### src/rtl/sfe_params.svh
// offsets, field positions, reset values and fixed codes
// assumes: included by its bare name from rtl files
`ifndef SFE_PARAMS_SVH
`define SFE_PARAMS_SVH
`define SFE_OFF_CTRL 4'h0
`define SFE_OFF_FLAGS 4'h4
`define SFE_OFF_CAUSE 4'h8
`define SFE_OFF_STAT 4'hC
`define SFE_CTRL_EN_MSB 4
`define SFE_CTRL_NX 8
`define SFE_CTRL_FS 9
`define SFE_CTRL_RM_LSB 10
`define SFE_CTRL_RST 32'h0000_0000
`define SFE_C_E 5
`define SFE_C_V 4
`define SFE_C_Z 3
`define SFE_C_O 2
`define SFE_C_U 1
`define SFE_C_I 0
`define SFE_FMT_H 2'h1
`define SFE_FMT_W 2'h2
`define SFE_FMT_D 2'h3
`define SFE_RM_NEAR 2'h0
`define SFE_RM_ZERO 2'h1
`define SFE_RM_PLUS 2'h2
`define SFE_RM_MINUS 2'h3
`define SFE_QNAN_H 16'h7E00
`define SFE_QNAN_W 32'h7FC0_0000
`define SFE_QNAN_D 64'h7FF8_0000_0000_0000
`define SFE_SNAN_H 16'h7C00
`define SFE_SNAN_W 32'h7F80_0000
`define SFE_SNAN_D 64'h7FF0_0000_0000_0000
`define SFE_EXC_CODE 5'h0E
`define SFE_LAST_H 3'h7
`define SFE_LAST_W 3'h3
`define SFE_LAST_D 3'h1
`endif

### src/rtl/sfe_pkg.sv
// types shared by the exception unit and its element stage
// assumes: compiled before every other rtl file
package sfe_pkg;
  typedef logic [1:0] sfe_fmt_t;
  typedef logic [5:0] sfe_cause_t;
  typedef struct packed {
    logic is_cmp;
    logic is_recip;
    logic non_arith;
    logic fp_dest;
  } sfe_cls_s;
  typedef struct packed {
    sfe_fmt_t fmt;
    sfe_fmt_t src_fmt;
    logic [1:0] nsrc;
    sfe_cls_s cls;
    logic [127:0] a;
    logic [127:0] b;
    logic [127:0] c;
    logic [127:0] r;
    logic [7:0][5:0] exc;
    logic [7:0] tiny;
  } sfe_op_s;
  typedef struct packed {
    logic [4:0] en;
    logic nx;
    logic fs;
    logic [1:0] rm;
  } sfe_mode_s;
  typedef struct packed {
    logic [63:0] val;
    logic wr;
    sfe_cause_t acc;
    logic hit;
  } sfe_eout_s;
  typedef enum logic [1:0] {SFE_IDLE, SFE_RUN, SFE_FIN} sfe_state_e;
  typedef struct packed {
    sfe_state_e state;
    logic [2:0] idx;
    logic [2:0] last;
    sfe_op_s op;
    sfe_mode_s csr;
    sfe_mode_s cur;
    sfe_cause_t cause;
    sfe_cause_t last_cause;
    logic [4:0] flags;
    logic [127:0] dest;
    logic [7:0] wmask;
    logic ack;
    logic [31:0] rdata;
    logic res_valid;
    logic trap;
  } sfe_st_s;
endpackage

### src/rtl/sfe_top.sv
// vector fp exception unit: per-element qualification, flags and trap
// assumes: datapath hands over a finished instruction; avalon-mm master
//
// Overview of operation
// - with non-trapping mode set, no trap is ever raised, unimplemented included.
// - non-trapping mode leaves the enable field as is; it still picks tagged elements.
// - elements are qualified one by one; cause field starts each instruction cleared.
// - no enabled cause at the end: or cause into flags; else trap, flags kept.
// - enable mask is programmed enables plus unimplemented; E=20 O=04 U=02 I=01.
// - overflow with overflow not enabled also sets inexact for that element.
// - underflow not enabled and no inexact drops the underflow cause.
// - no enabled cause: record causes, write result or disabled default.
// - enabled cause, trapping mode: record causes, leave destination unwritten.
// - enabled cause, non-trapping: cause untouched, write tagged signalling nan.
// - disabled overflow default follows the rounding mode.
// - divide by zero gives signed infinity; underflow, inexact give rounded result.
// - disabled invalid gives default quiet nan or the quieted signalling operand.
// - non-trapping enabled exception gives signalling nan with its cause bit.
// - signalling nan patterns per format, low byte carries the cause.
// - nan results carry the payload of the first signalling nan operand, else the first quiet one, left to right.
// - signalling nan operands raise invalid and win over quiet ones.
// - quieting keeps sign, copies mantissa from top, forces exponent and msb.
// - flush mode zeroes subnormal inputs and tiny results, no unimplemented.
// - flushed tiny results raise underflow and inexact except approx reciprocals.
// - flushed subnormal inputs raise inexact except in comparisons.
// - half precision and non-arithmetic operands are never flushed.
// - tagged nan low six bits follow the cause field layout, E at bit 5.
// - the trap carries exception code 0e and reads its reason from cause.
//
// Our own choices: the register offsets and the Avalon-MM slave port.
`include "sfe_params.svh"
module sfe_top
  import sfe_pkg::*;
(
  // clock and reset
  input wire logic ref_clk,
  input wire logic sys_rst,
  // avalon-mm register slave
  input wire logic [3:0] avs_address,
  input wire logic avs_read,
  input wire logic avs_write,
  input wire logic [31:0] avs_writedata,
  input wire logic [3:0] avs_byteenable,
  output logic [31:0] avs_readdata,
  output logic avs_waitrequest,
  // instruction from the datapath
  input wire logic op_valid,
  output logic op_ready,
  input wire sfe_op_s op,
  // destination writeback
  output logic res_valid,
  output logic [127:0] res_data,
  output logic [7:0] res_wmask,
  // trap to the pipeline
  output logic simd_fp_trap,
  output logic [4:0] trap_code,
  output logic [5:0] trap_cause
);
  // ----------------------------------------------------------------
  // lane helpers
  // ----------------------------------------------------------------
  function automatic logic [63:0] sfe_lane(input logic [127:0] v, input sfe_fmt_t f,
                                           input logic [2:0] i);
    logic [127:0] s;
    case (f)
      `SFE_FMT_H: s = (v >> {i, 4'h0}) & {112'h0, 16'hFFFF};
      `SFE_FMT_W: s = (v >> {i, 5'h00}) & {96'h0, 32'hFFFF_FFFF};
      default: s = v >> {i, 6'h00};
    endcase
    return s[63:0];
  endfunction

  function automatic logic [127:0] sfe_put(input logic [127:0] v, input logic [63:0] e,
                                           input sfe_fmt_t f, input logic [2:0] i);
    logic [127:0] m;
    logic [127:0] x;
    case (f)
      `SFE_FMT_H:
      begin
        m = {112'h0, 16'hFFFF} << {i, 4'h0};
        x = {64'h0, e} << {i, 4'h0};
      end
      `SFE_FMT_W:
      begin
        m = {96'h0, 32'hFFFF_FFFF} << {i, 5'h00};
        x = {64'h0, e} << {i, 5'h00};
      end
      default:
      begin
        m = {64'h0, 64'hFFFF_FFFF_FFFF_FFFF} << {i, 6'h00};
        x = {64'h0, e} << {i, 6'h00};
      end
    endcase
    return (v & ~m) | (x & m);
  endfunction

  // ----------------------------------------------------------------
  // state
  // ----------------------------------------------------------------
  sfe_st_s st_r;
  sfe_st_s st_nxt;
  sfe_eout_s eo;
  logic [31:0] ctrl_word;
  logic [31:0] ctrl_wr;
  logic [4:0] flag_clr;
  logic [4:0] flag_set;
  logic bus_req;
  logic bus_wr;
  logic en_hit;

  // ----------------------------------------------------------------
  // element stage, one element per cycle
  // ----------------------------------------------------------------
  sfe_elem u_elem (
    .mode(st_r.cur),
    .fmt(st_r.op.fmt),
    .src_fmt(st_r.op.src_fmt),
    .nsrc(st_r.op.nsrc),
    .cls(st_r.op.cls),
    .a(sfe_lane(st_r.op.a, st_r.op.src_fmt, st_r.idx)),
    .b(sfe_lane(st_r.op.b, st_r.op.src_fmt, st_r.idx)),
    .c(sfe_lane(st_r.op.c, st_r.op.src_fmt, st_r.idx)),
    .r(sfe_lane(st_r.op.r, st_r.op.fmt, st_r.idx)),
    .exc(st_r.op.exc[st_r.idx]),
    .tiny(st_r.op.tiny[st_r.idx]),
    .eo(eo)
  );

  // ----------------------------------------------------------------
  // next state
  // ----------------------------------------------------------------
  always_comb
  begin
    st_nxt = st_r;
    st_nxt.res_valid = 1'b0;
    st_nxt.trap = 1'b0;
    bus_req = avs_read | avs_write;
    // one wait cycle: the answer is built while waitrequest is high
    st_nxt.ack = bus_req && !st_r.ack;
    bus_wr = st_r.ack && avs_write;
    ctrl_word = `SFE_CTRL_RST;
    ctrl_word[`SFE_CTRL_EN_MSB:0] = st_r.csr.en;
    ctrl_word[`SFE_CTRL_NX] = st_r.csr.nx;
    ctrl_word[`SFE_CTRL_FS] = st_r.csr.fs;
    ctrl_word[`SFE_CTRL_RM_LSB+:2] = st_r.csr.rm;
    ctrl_wr = ctrl_word;
    for (int k = 0; k < 4; k++)
    begin
      if (avs_byteenable[k])
        ctrl_wr[8*k+:8] = avs_writedata[8*k+:8];
    end
    if (bus_wr && avs_address[3:2] == `SFE_OFF_CTRL >> 2)
    begin
      // each field stands alone; nx does not touch the enables
      st_nxt.csr.en = ctrl_wr[`SFE_CTRL_EN_MSB:0];
      st_nxt.csr.nx = ctrl_wr[`SFE_CTRL_NX];
      st_nxt.csr.fs = ctrl_wr[`SFE_CTRL_FS];
      st_nxt.csr.rm = ctrl_wr[`SFE_CTRL_RM_LSB+:2];
    end
    flag_clr = 5'h00;
    if (bus_wr && avs_address[3:2] == `SFE_OFF_FLAGS >> 2 && avs_byteenable[0])
      flag_clr = avs_writedata[4:0];
    if (bus_req && !st_r.ack)
    begin
      case (avs_address[3:2])
        `SFE_OFF_CTRL >> 2: st_nxt.rdata = ctrl_word;
        `SFE_OFF_FLAGS >> 2: st_nxt.rdata = {27'h0, st_r.flags};
        `SFE_OFF_CAUSE >> 2: st_nxt.rdata = {26'h0, st_r.last_cause};
        `SFE_OFF_STAT >> 2: st_nxt.rdata = {31'h0, st_r.state != SFE_IDLE};
        default: st_nxt.rdata = 32'h0;
      endcase
    end
    flag_set = 5'h00;
    en_hit = (st_r.cause & {1'b1, st_r.cur.en}) != 6'h00;
    case (st_r.state)
      SFE_IDLE:
      begin
        if (op_valid)
        begin
          st_nxt.op = op;
          // mode held steady for the whole instruction
          st_nxt.cur = st_r.csr;
          st_nxt.cause = 6'h00;
          st_nxt.idx = 3'h0;
          st_nxt.dest = 128'h0;
          st_nxt.wmask = 8'h00;
          case (op.fmt)
            `SFE_FMT_H: st_nxt.last = `SFE_LAST_H;
            `SFE_FMT_W: st_nxt.last = `SFE_LAST_W;
            default: st_nxt.last = `SFE_LAST_D;
          endcase
          st_nxt.state = SFE_RUN;
        end
      end
      SFE_RUN:
      begin
        st_nxt.cause = st_r.cause | eo.acc;
        if (eo.wr)
        begin
          st_nxt.dest = sfe_put(st_r.dest, eo.val, st_r.op.fmt, st_r.idx);
          st_nxt.wmask[st_r.idx] = 1'b1;
        end
        st_nxt.idx = st_r.idx + 3'h1;
        if (st_r.idx == st_r.last)
          st_nxt.state = SFE_FIN;
      end
      SFE_FIN:
      begin
        if (!en_hit)
          flag_set = st_r.cause[4:0];
        else
          st_nxt.trap = !st_r.cur.nx;
        st_nxt.last_cause = st_r.cause;
        st_nxt.res_valid = 1'b1;
        st_nxt.state = SFE_IDLE;
      end
      default: st_nxt.state = SFE_IDLE;
    endcase
    // a flag raised in the cycle it is cleared survives
    st_nxt.flags = (st_r.flags & ~flag_clr) | flag_set;
  end

  always_ff @(posedge ref_clk or posedge sys_rst)
  begin
    if (sys_rst)
      st_r <= '0;
    else
      st_r <= st_nxt;
  end

  // ----------------------------------------------------------------
  // outputs
  // ----------------------------------------------------------------
  assign avs_waitrequest = (avs_read | avs_write) & ~st_r.ack;
  assign avs_readdata = st_r.rdata;
  assign op_ready = st_r.state == SFE_IDLE;
  assign res_valid = st_r.res_valid;
  assign res_data = st_r.dest;
  assign res_wmask = st_r.wmask;
  assign simd_fp_trap = st_r.trap;
  assign trap_code = `SFE_EXC_CODE;
  assign trap_cause = st_r.last_cause;

  // ----------------------------------------------------------------
  // checks
  // ----------------------------------------------------------------
  AST_NX_NEVER_TRAPS: assert property (@(posedge ref_clk) disable iff (sys_rst)
    simd_fp_trap |-> !st_r.cur.nx)
    else $error("trap raised in non-trapping mode");

  AST_CAUSE_CLEARED: assert property (@(posedge ref_clk) disable iff (sys_rst)
    op_valid && op_ready |=> st_r.cause == 6'h00 && st_r.state == SFE_RUN)
    else $error("cause not cleared at instruction start");

  AST_RESULT_LATENCY: assert property (@(posedge ref_clk) disable iff (sys_rst)
    op_valid && op_ready |-> ##[4:10] res_valid)
    else $error("result not delivered in time");

  AST_FLAGS_ACCUMULATE: assert property (@(posedge ref_clk) disable iff (sys_rst)
    st_r.state == SFE_FIN && !en_hit && flag_clr == 5'h00
    |=> st_r.flags == ($past(st_r.flags) | $past(st_r.cause[4:0])) && !simd_fp_trap)
    else $error("flags not updated from cause");

  AST_TRAP_KEEPS_FLAGS: assert property (@(posedge ref_clk) disable iff (sys_rst)
    st_r.state == SFE_FIN && en_hit && !st_r.cur.nx && flag_clr == 5'h00
    |=> simd_fp_trap && st_r.flags == $past(st_r.flags))
    else $error("trap missing or flags changed");

  AST_TRAP_REASON: assert property (@(posedge ref_clk) disable iff (sys_rst)
    simd_fp_trap |-> trap_code == 5'h0E && trap_cause != 6'h00 && op_ready)
    else $error("trap code or reason wrong");

  AST_OVF_INEXACT: assert property (@(posedge ref_clk) disable iff (sys_rst)
    st_r.state == SFE_RUN && st_r.op.exc[st_r.idx][`SFE_C_O] && !st_r.cur.en[`SFE_C_O]
    && eo.acc != 6'h00 |-> eo.acc[`SFE_C_I])
    else $error("overflow without inexact");

  AST_TRAP_NO_WRITE: assert property (@(posedge ref_clk) disable iff (sys_rst)
    st_r.state == SFE_RUN && eo.hit |-> !eo.wr ##1 !st_r.wmask[$past(st_r.idx)])
    else $error("faulting element written in trapping mode");

  AST_NX_TAGGED: assert property (@(posedge ref_clk) disable iff (sys_rst)
    st_r.state == SFE_RUN && st_r.cur.nx && !st_r.cur.fs
    && (st_r.op.exc[st_r.idx] & {1'b1, st_r.cur.en}) != 6'h00
    |-> eo.wr && eo.acc == 6'h00 && eo.val[5:0] != 6'h00 && !eo.val[51])
    else $error("non-trapping element not tagged");

endmodule

### src/rtl/sfe_elem.sv
// one vector element: flushing, nan choice, cause qualification, value pick
// assumes: lanes zero-extended to 64 bits, purely combinational
`include "sfe_params.svh"
module sfe_elem
  import sfe_pkg::*;
(
  // mode and instruction
  input wire sfe_mode_s mode,
  input wire sfe_fmt_t fmt,
  input wire sfe_fmt_t src_fmt,
  input wire logic [1:0] nsrc,
  input wire sfe_cls_s cls,
  // lane data
  input wire logic [63:0] a,
  input wire logic [63:0] b,
  input wire logic [63:0] c,
  input wire logic [63:0] r,
  input wire sfe_cause_t exc,
  input wire logic tiny,
  // answer
  output sfe_eout_s eo
);
  // {sign, exp ones, exp zero, mant nonzero, mant msb}
  function automatic logic [4:0] sfe_kind(input logic [63:0] x, input sfe_fmt_t f);
    case (f)
      `SFE_FMT_H: return {x[15], &x[14:10], ~|x[14:10], |x[9:0], x[9]};
      `SFE_FMT_W: return {x[31], &x[30:23], ~|x[30:23], |x[22:0], x[22]};
      default: return {x[63], &x[62:52], ~|x[62:52], |x[51:0], x[51]};
    endcase
  endfunction
  // mantissa copied from the top, zero fill or drop at the bottom
  function automatic logic [63:0] sfe_quiet(input logic [63:0] x, input sfe_fmt_t sf,
                                            input sfe_fmt_t df);
    logic s;
    logic [4:0] k;
    logic [51:0] m;
    k = sfe_kind(x, sf);
    s = k[4];
    case (sf)
      `SFE_FMT_H: m = {x[9:0], 42'h0};
      `SFE_FMT_W: m = {x[22:0], 29'h0};
      default: m = x[51:0];
    endcase
    case (df)
      `SFE_FMT_H: return {48'h0, s, 5'h1F, 1'b1, m[50:42]};
      `SFE_FMT_W: return {32'h0, s, 8'hFF, 1'b1, m[50:29]};
      default: return {s, 11'h7FF, 1'b1, m[50:0]};
    endcase
  endfunction
  // infinity when big, else largest finite
  function automatic logic [63:0] sfe_edge(input sfe_fmt_t f, input logic s, input logic big);
    case (f)
      `SFE_FMT_H: return {48'h0, s, 4'hF, big, {10{~big}}};
      `SFE_FMT_W: return {32'h0, s, 7'h7F, big, {23{~big}}};
      default: return {s, 10'h3FF, big, {52{~big}}};
    endcase
  endfunction
  logic [4:0] ka, kb, kc, kr;
  logic va, vb, vc, sa, sb, sc, qa, qb, qc, has_snan, sub_in, flush_on, rs;
  logic [63:0] pick, rr, d, qdef, sbase;
  sfe_cause_t cr, cx, en6, cause;
  always_comb
  begin
    ka = sfe_kind(a, src_fmt);
    kb = sfe_kind(b, src_fmt);
    kc = sfe_kind(c, src_fmt);
    va = 1'b1;
    vb = nsrc >= 2'h2;
    vc = nsrc == 2'h3;
    sa = va & ka[3] & ka[1] & ~ka[0];
    sb = vb & kb[3] & kb[1] & ~kb[0];
    sc = vc & kc[3] & kc[1] & ~kc[0];
    qa = va & ka[3] & ka[0];
    qb = vb & kb[3] & kb[0];
    qc = vc & kc[3] & kc[0];
    has_snan = sa | sb | sc;
    // signalling operands outrank quiet ones, then left to right
    pick = sa ? a : sb ? b : sc ? c : qa ? a : qb ? b : c;
    sub_in = (ka[2] & ka[1]) | (vb & kb[2] & kb[1]) | (vc & kc[2] & kc[1]);
    case (fmt)
      `SFE_FMT_H: begin qdef = {48'h0, `SFE_QNAN_H}; sbase = {48'h0, `SFE_SNAN_H}; end
      `SFE_FMT_W: begin qdef = {32'h0, `SFE_QNAN_W}; sbase = {32'h0, `SFE_SNAN_W}; end
      default: begin qdef = `SFE_QNAN_D; sbase = `SFE_SNAN_D; end
    endcase
    cr = exc;
    rr = r;
    if (cls.fp_dest && (has_snan | qa | qb | qc))
      rr = sfe_quiet(pick, src_fmt, fmt);
    if (has_snan)
      cr[`SFE_C_V] = 1'b1;
    // half precision and non-arithmetic operands are left alone
    flush_on = mode.fs && fmt != `SFE_FMT_H && src_fmt != `SFE_FMT_H && !cls.non_arith;
    if (flush_on)
    begin
      cr[`SFE_C_E] = 1'b0;
      if (sub_in && !cls.is_cmp)
        cr[`SFE_C_I] = 1'b1;
      if (tiny)
      begin
        kr = sfe_kind(r, fmt);
        rr = sfe_edge(fmt, kr[4], 1'b0) & {64{1'b0}} | ({63'h0, kr[4]} << (fmt == `SFE_FMT_H
             ? 7'd15 : fmt == `SFE_FMT_W ? 7'd31 : 7'd63));
        if (!cls.is_recip)
          cr[`SFE_C_U] = 1'b1;
        if (!cls.is_recip)
          cr[`SFE_C_I] = 1'b1;
      end
    end
    en6 = {1'b1, mode.en};
    cx = cr;
    if (cx[`SFE_C_O] && !en6[`SFE_C_O])
      cx[`SFE_C_I] = 1'b1;
    if (cx[`SFE_C_U] && !en6[`SFE_C_U] && !cx[`SFE_C_I])
      cx[`SFE_C_U] = 1'b0;
    kr = sfe_kind(rr, fmt);
    rs = kr[4];
    if (cx[`SFE_C_V])
      d = has_snan ? sfe_quiet(pick, src_fmt, fmt) : qdef;
    else if (cx[`SFE_C_Z])
      d = sfe_edge(fmt, rs, 1'b1);
    else if (cx[`SFE_C_O])
    begin
      case (mode.rm)
        `SFE_RM_NEAR: d = sfe_edge(fmt, rs, 1'b1);
        `SFE_RM_ZERO: d = sfe_edge(fmt, rs, 1'b0);
        `SFE_RM_PLUS: d = sfe_edge(fmt, rs, !rs);
        default: d = sfe_edge(fmt, rs, rs);
      endcase
    end
    else
      d = rr;
    cause = cx & en6;
    eo.hit = (cause != 6'h00) && !mode.nx;
    if (cause == 6'h00)
    begin
      eo.acc = cx;
      eo.wr = 1'b1;
      eo.val = (cx == 6'h00) ? rr : d;
    end
    else if (!mode.nx)
    begin
      eo.acc = cx;
      eo.wr = 1'b0;
      eo.val = 64'h0;
    end
    else
    begin
      eo.acc = 6'h00;
      eo.wr = 1'b1;
      eo.val = sbase | {58'h0, cx};
    end
  end
endmodule

### config.mk
export PLATFORM = sky130hd
export DESIGN_NAME = sfe_top
export DESIGN_NICKNAME = d
export VERILOG_FILES = /design/src/rtl/sfe_pkg.sv /design/src/rtl/sfe_top.sv /design/src/rtl/sfe_elem.sv
export VERILOG_INCLUDE_DIRS = /design/src /design/src/rtl
export SDC_FILE = /design/constraint.sdc
export NUM_CORES = 2
export LEC_CHECK = 0
export BUFFER_PORTS_ARGS = -buffer_cell sky130_fd_sc_hd__buf_4
export CAP_MARGIN = 20
export CELL_PAD_IN_SITES_DETAIL_PLACEMENT = 1
export CELL_PAD_IN_SITES_GLOBAL_PLACEMENT = 1
export CORE_ASPECT_RATIO = 0.7
export CORE_MARGIN = 1.5
export CORE_UTILIZATION = 47
export DETAILED_ROUTE_END_ITERATION = 8
export GPL_ROUTABILITY_DRIVEN = 1
export GPL_TIMING_DRIVEN = 0
export HOLD_SLACK_MARGIN = 0.1
export PLACE_DENSITY = 0.95
export SYNTH_ARGS = -nofsm -noshare
export SYNTH_HDL_FRONTEND = slang
export SYNTH_SLANG_ARGS = --single-unit
### constraint.sdc
create_clock -name ref_clk -period 46.4 [get_ports ref_clk]
set_clock_uncertainty 0.2 [all_clocks]
set_input_delay 4.64 -clock ref_clk [delete_from_list [all_inputs] [get_ports ref_clk]]
set_output_delay 4.64 -clock ref_clk [all_outputs]
set_load 0.1 [all_outputs]
==> results.toml, run 1 <==
[synth]
synth_mux_area_share_pct = 12.3
yosysTopAreaCellShare_pct = 37.8
synth_cell_types = 124
synthCells = 6232
synth-compound-area-share_pct = 19.6
ys_seq_elements = 770
synth_top_family_by_area = "simple AND/OR/NAND/NOR gates"
syn-cell-area_um2 = 50900
synth-seq-area-share_pct = 37.8
synth_top_area_cell = "dfrtp_1"
synth_edf_count = 0
ys.flop_type = "dfrtp_1"
ys_warn_count = 0
synthSimpleGateAreaFrac_pct = 22.7
synth.avg_cell_area_um2 = 8.17
ys_top_cells_by_area = "dfrtp_1 (38%), nand2_1 (16%), mux2i_1 (6.0%), mux4_2 (3.9%), buf_4 (3.1%)"
synth_xor_area_share_pct = 0.0516
yosys.area_share.adder_pct = 0.319
synthArstFlopShare_pct = 100

[placed_design]
gp_congestion = 1.56
port_buffers = 750
place_hpwl_mm = 247

[clock_tree]
postCtsResizedCells = 0
numCtsBuffers = 79
root_buffer = "clkbuf_16"
clock-sinks = 770
cts_max_level = 3
cts_setup_buffers = 0
clock_path_buffers = 3
ctsHoldBuffers = 0

[floorplanning]
die-width_um = 397
io_pins = 806
placementRows = 100
die_h_um = 278
initial_core_util_pct = 47.7

[outcome]
haltStage = "global routing"
status = "aborted with a tool error"
first-error = "[ERROR GRT-0232] Routing congestion too high. Check the congestion heatmap in the GUI."

[global_route]
antenna_found_initial = 91
grt_max_degree = 131
gr-total-overflow = 31
grt_usage_pct = 72.1
[Yosys cell counts (46+ instances only)]
cell type and number:
clkbuf_1 277, o22ai_1 88, a22oi_1 114, nand3_1 62, a221oi_1 59, dfrtp_1 770
mux2_2 102, nand2_1 2118, o21ai_1 61, mux2i_1 306, nor4_1 47, buf_4 213
o21ai_0 284, mux4_2 88, o221ai_1 55, a21oi_1 301, a211oi_1 48, inv_1 55
nor3_1 75, nor2_1 258, buf_2 80, nand2b_1 46
[per-stage QoR]
stage,std cells,area [µm²],worst slack (ps)
floorplan,6257,51000,19950
global placement,8435,58500,12100
CTS,8594,61500,35840
detailed placement,8452,58800,35850
[logic make-up after synthesis]
logic type / Yosys count
adders and majority gates: 13
DFF: 770
buffers and inverters: 689
muxes: 502
and+or+nand+nor: 2792
other: 2
xor gates and xnor gates: 3
AOI/OAI and AO/OA: 1461
[metal layers]
metal | global-route usage, % | GRT overflow
met2 | 83.6 | 11
met5 | 53.0 | 0
met3 | 62.9 | 3
met1 | 75.5 | 3
met4 | 57.5 | 14
==> run 2, diff against run 1 <==
--- a/config.mk
+++ b/config.mk
@@ -8,16 +8,12 @@
 export LEC_CHECK = 0
 export BUFFER_PORTS_ARGS = -buffer_cell sky130_fd_sc_hd__buf_4
 export CAP_MARGIN = 20
-export CELL_PAD_IN_SITES_DETAIL_PLACEMENT = 1
-export CELL_PAD_IN_SITES_GLOBAL_PLACEMENT = 1
-export CORE_ASPECT_RATIO = 0.7
 export CORE_MARGIN = 1.5
-export CORE_UTILIZATION = 47
+export CORE_UTILIZATION = 40
 export DETAILED_ROUTE_END_ITERATION = 8
 export GPL_ROUTABILITY_DRIVEN = 1
 export GPL_TIMING_DRIVEN = 0
-export HOLD_SLACK_MARGIN = 0.1
-export PLACE_DENSITY = 0.95
+export PLACE_DENSITY_LB_ADDON = 0.15
 export SYNTH_ARGS = -nofsm -noshare
 export SYNTH_HDL_FRONTEND = slang
 export SYNTH_SLANG_ARGS = --single-unit
==> results.toml, run 2 <==
[layout]
fillers = 12000
final_common_cell = "nand2_1"
final_util_pct = 49.5
multi_input_area_um2 = 28100
mostFrequentLayoutCells = "nand2_1 (2118), buf_4 (980), dfrtp_1 (770)"
finish.instance_area_um2 = 62400
nets = 7790
syn2layout_area_growth_pct = 22.5
largest_reg_flops = 607
drive_above_1_share_pct = 21.6
regMostFlops = "st_r"
seqCellArea_um2 = 19300

[floorplanning]
die_h_um = 360
placementRows = 130
core_um2 = 126000
io_pins = 806
initial_core_util_pct = 40.4
die_area_um2 = 130000
die-width_um = 360

[worst_setup_path]
cpPeakStageDelay_ps = 1030
crit_slowest_cell = "a32oi_1"
path_max_fanout = 11
end_kind = "flop"
crit_buf_inv = 12
cp_common_cell = "buf_4"
crit_arrival_ps = 11720
path_class = "flop to flop"
cp-start-kind = "flop"
cp_top_family = "buffers and inverters"
cp.required_ps = 46790

[synth]
synthArstFlopShare_pct = 100
synth-seq-area-share_pct = 37.8
ys.flop_type = "dfrtp_1"
synth_cell_types = 124
yosysTopAreaCellShare_pct = 37.8
synth_edf_count = 0
synthCells = 6232
yosysMostFrequentCell = "nand2_1"
syn-cell-area_um2 = 50900
ys_warn_count = 0
ys_top_cells_by_area = "dfrtp_1 (38%), nand2_1 (16%), mux2i_1 (6.0%), mux4_2 (3.9%), buf_4 (3.1%)"
ys_seq_elements = 770
synth.avg_cell_area_um2 = 8.17
synthTopCellsByCount = "nand2_1 (2118), dfrtp_1 (770), mux2i_1 (306)"
synth_top_area_cell = "dfrtp_1"

[timing]
finalHoldViolations = 0
fin_tns_setup_ps = 0
maxSlewViolCount = 2
max_freq_ghz = 0.0882
tightest_slew_ps = 1500
finalCriticalPeriod_ps = 11330
setup_viol = 0
relSlewSlack_pct = -1.41
worst_slack_ps = 35070
post-route-period-util_pct = 24.4
rsz0062_at_grt = "no"

[placed_design]
dpl-instance-area_um2 = 59500
gp_congestion = 1.12
port_buffers = 750
place_hpwl_mm = 283
place_ws_ps = 35840

[global_route]
grt_usage_pct = 52.6
grt_pass1_wl_mm = 470
gr-usage-met3_pct = 25.5
grt_max_degree = 135
gr-total-overflow = 0
grtUsageMet1_pct = 68.9
antenna_found_initial = 56
grt.busiest_layer = "met2"
use_met2_pct = 70.1
first_global_vias = 57000

[clock_tree]
cts_max_level = 3
cts_tree = "done"
clock_path_buffers = 3
numCtsBuffers = 82
postCtsResizedCells = 0
clock-sinks = 770
ctsHoldBuffers = 0
root_buffer = "clkbuf_16"
clk_latency_ps = 750
cts_setup_buffers = 0
clk_pin_slew_ps = 70

[drt]
firstDrtPassIters = 9
wl_mm = 353
final_antenna_net_count = 0
drcViolationCount = 11
wire_per_inst_um = 39.7
viasPerCell = 6.85
drtIter0Drc = 11200
vias = 60900

[job]
cap_violations = 1

[worst_hold_path]
hp-class = "flop to flop"

[outcome]
status = "finished with violations"
violations = "DRC, capacitance limit, slew limit"
[run 2: cell counts after synthesis]
No cell type changed its count.
[run 2: kinds of logic after synthesis]
| kind of cell | share of synthesized area [%] |
|---|---|
| AND/OR/NAND/NOR | 22.7 |
| flip-flops | 37.8 |
| other | 0.0147 |
| adder cells (fa/ha/maj) | 0.319 |
| multiplexers | 12.3 |
| buffers and inverters | 7.21 |
| XOR/XNOR | 0.0516 |
| AO/OA/AOI/OAI | 19.6 |
[run 2: stage by stage]
step	hold WS [ps]	instances
detailed placement	260	8710
CTS	279	8857
global placement	255	8657
finish	276	8885
floorplan	237	6257
global route	300	8872
[run 2: layout make-up]
class	count	area share (%)
timing repair buffer	813	10.4
multi-input combinational	4798	45.1
tap	1650	3.31
sequential	770	30.9
clock buffer	113	3.62
buffer	631	5.56
antenna	18	0.0722
inverter	58	0.361
clock inverter	34	0.720
[run 2: worst paths after layout]
kind,startpoint,endpoint,slack (ps),depth (start not counted)
worst max-delay path,st_r[787],res_data[59],35070,25
min in group asynchronous,sys_rst,st_r[574],3690,2
worst min register to register,st_r[254],st_r[254],280,2
max in group asynchronous,sys_rst,st_r[243],40100,5
worst max register to register,st_r[787],res_data[59],35070,25
worst min-delay path,st_r[254],st_r[254],280,2
[run 2: worst register-to-register path, cell delays in order, from the launching register on]
cell and delay (ps):
dfrtp_1 400, buf_6 180, buf_6 270, buf_4 480, buf_4 440, buf_4 380, buf_4 340, buf_4 390
buf_2 630, buf_2 820, buf_1 450, buf_8 240, a22oi_1 120, nor3_1 580, nor2_1 90, nor4_1 560
nor3_1 310, o221ai_2 870, a21oi_4 350, nand2_1 430, clkbuf_1 660, nand2_1 420, a32oi_1 1030, nand2_1 150
nand2_1 270, o21ai_0 130
[run 2: routing by layer]
| layer | share of wire (%) | wire length [µm] |
|---|---|---|
| met5 | 0.15 | 518 |
| met4 | 6.9 | 24400 |
| met3 | 16 | 55000 |
| met2 | 38 | 135000 |
| met1 | 39 | 138000 |
Power of run 2 is left out: the tool's default activity adds up to more than one toggle a clock period on the data nets, which glitch-free logic cannot reach.
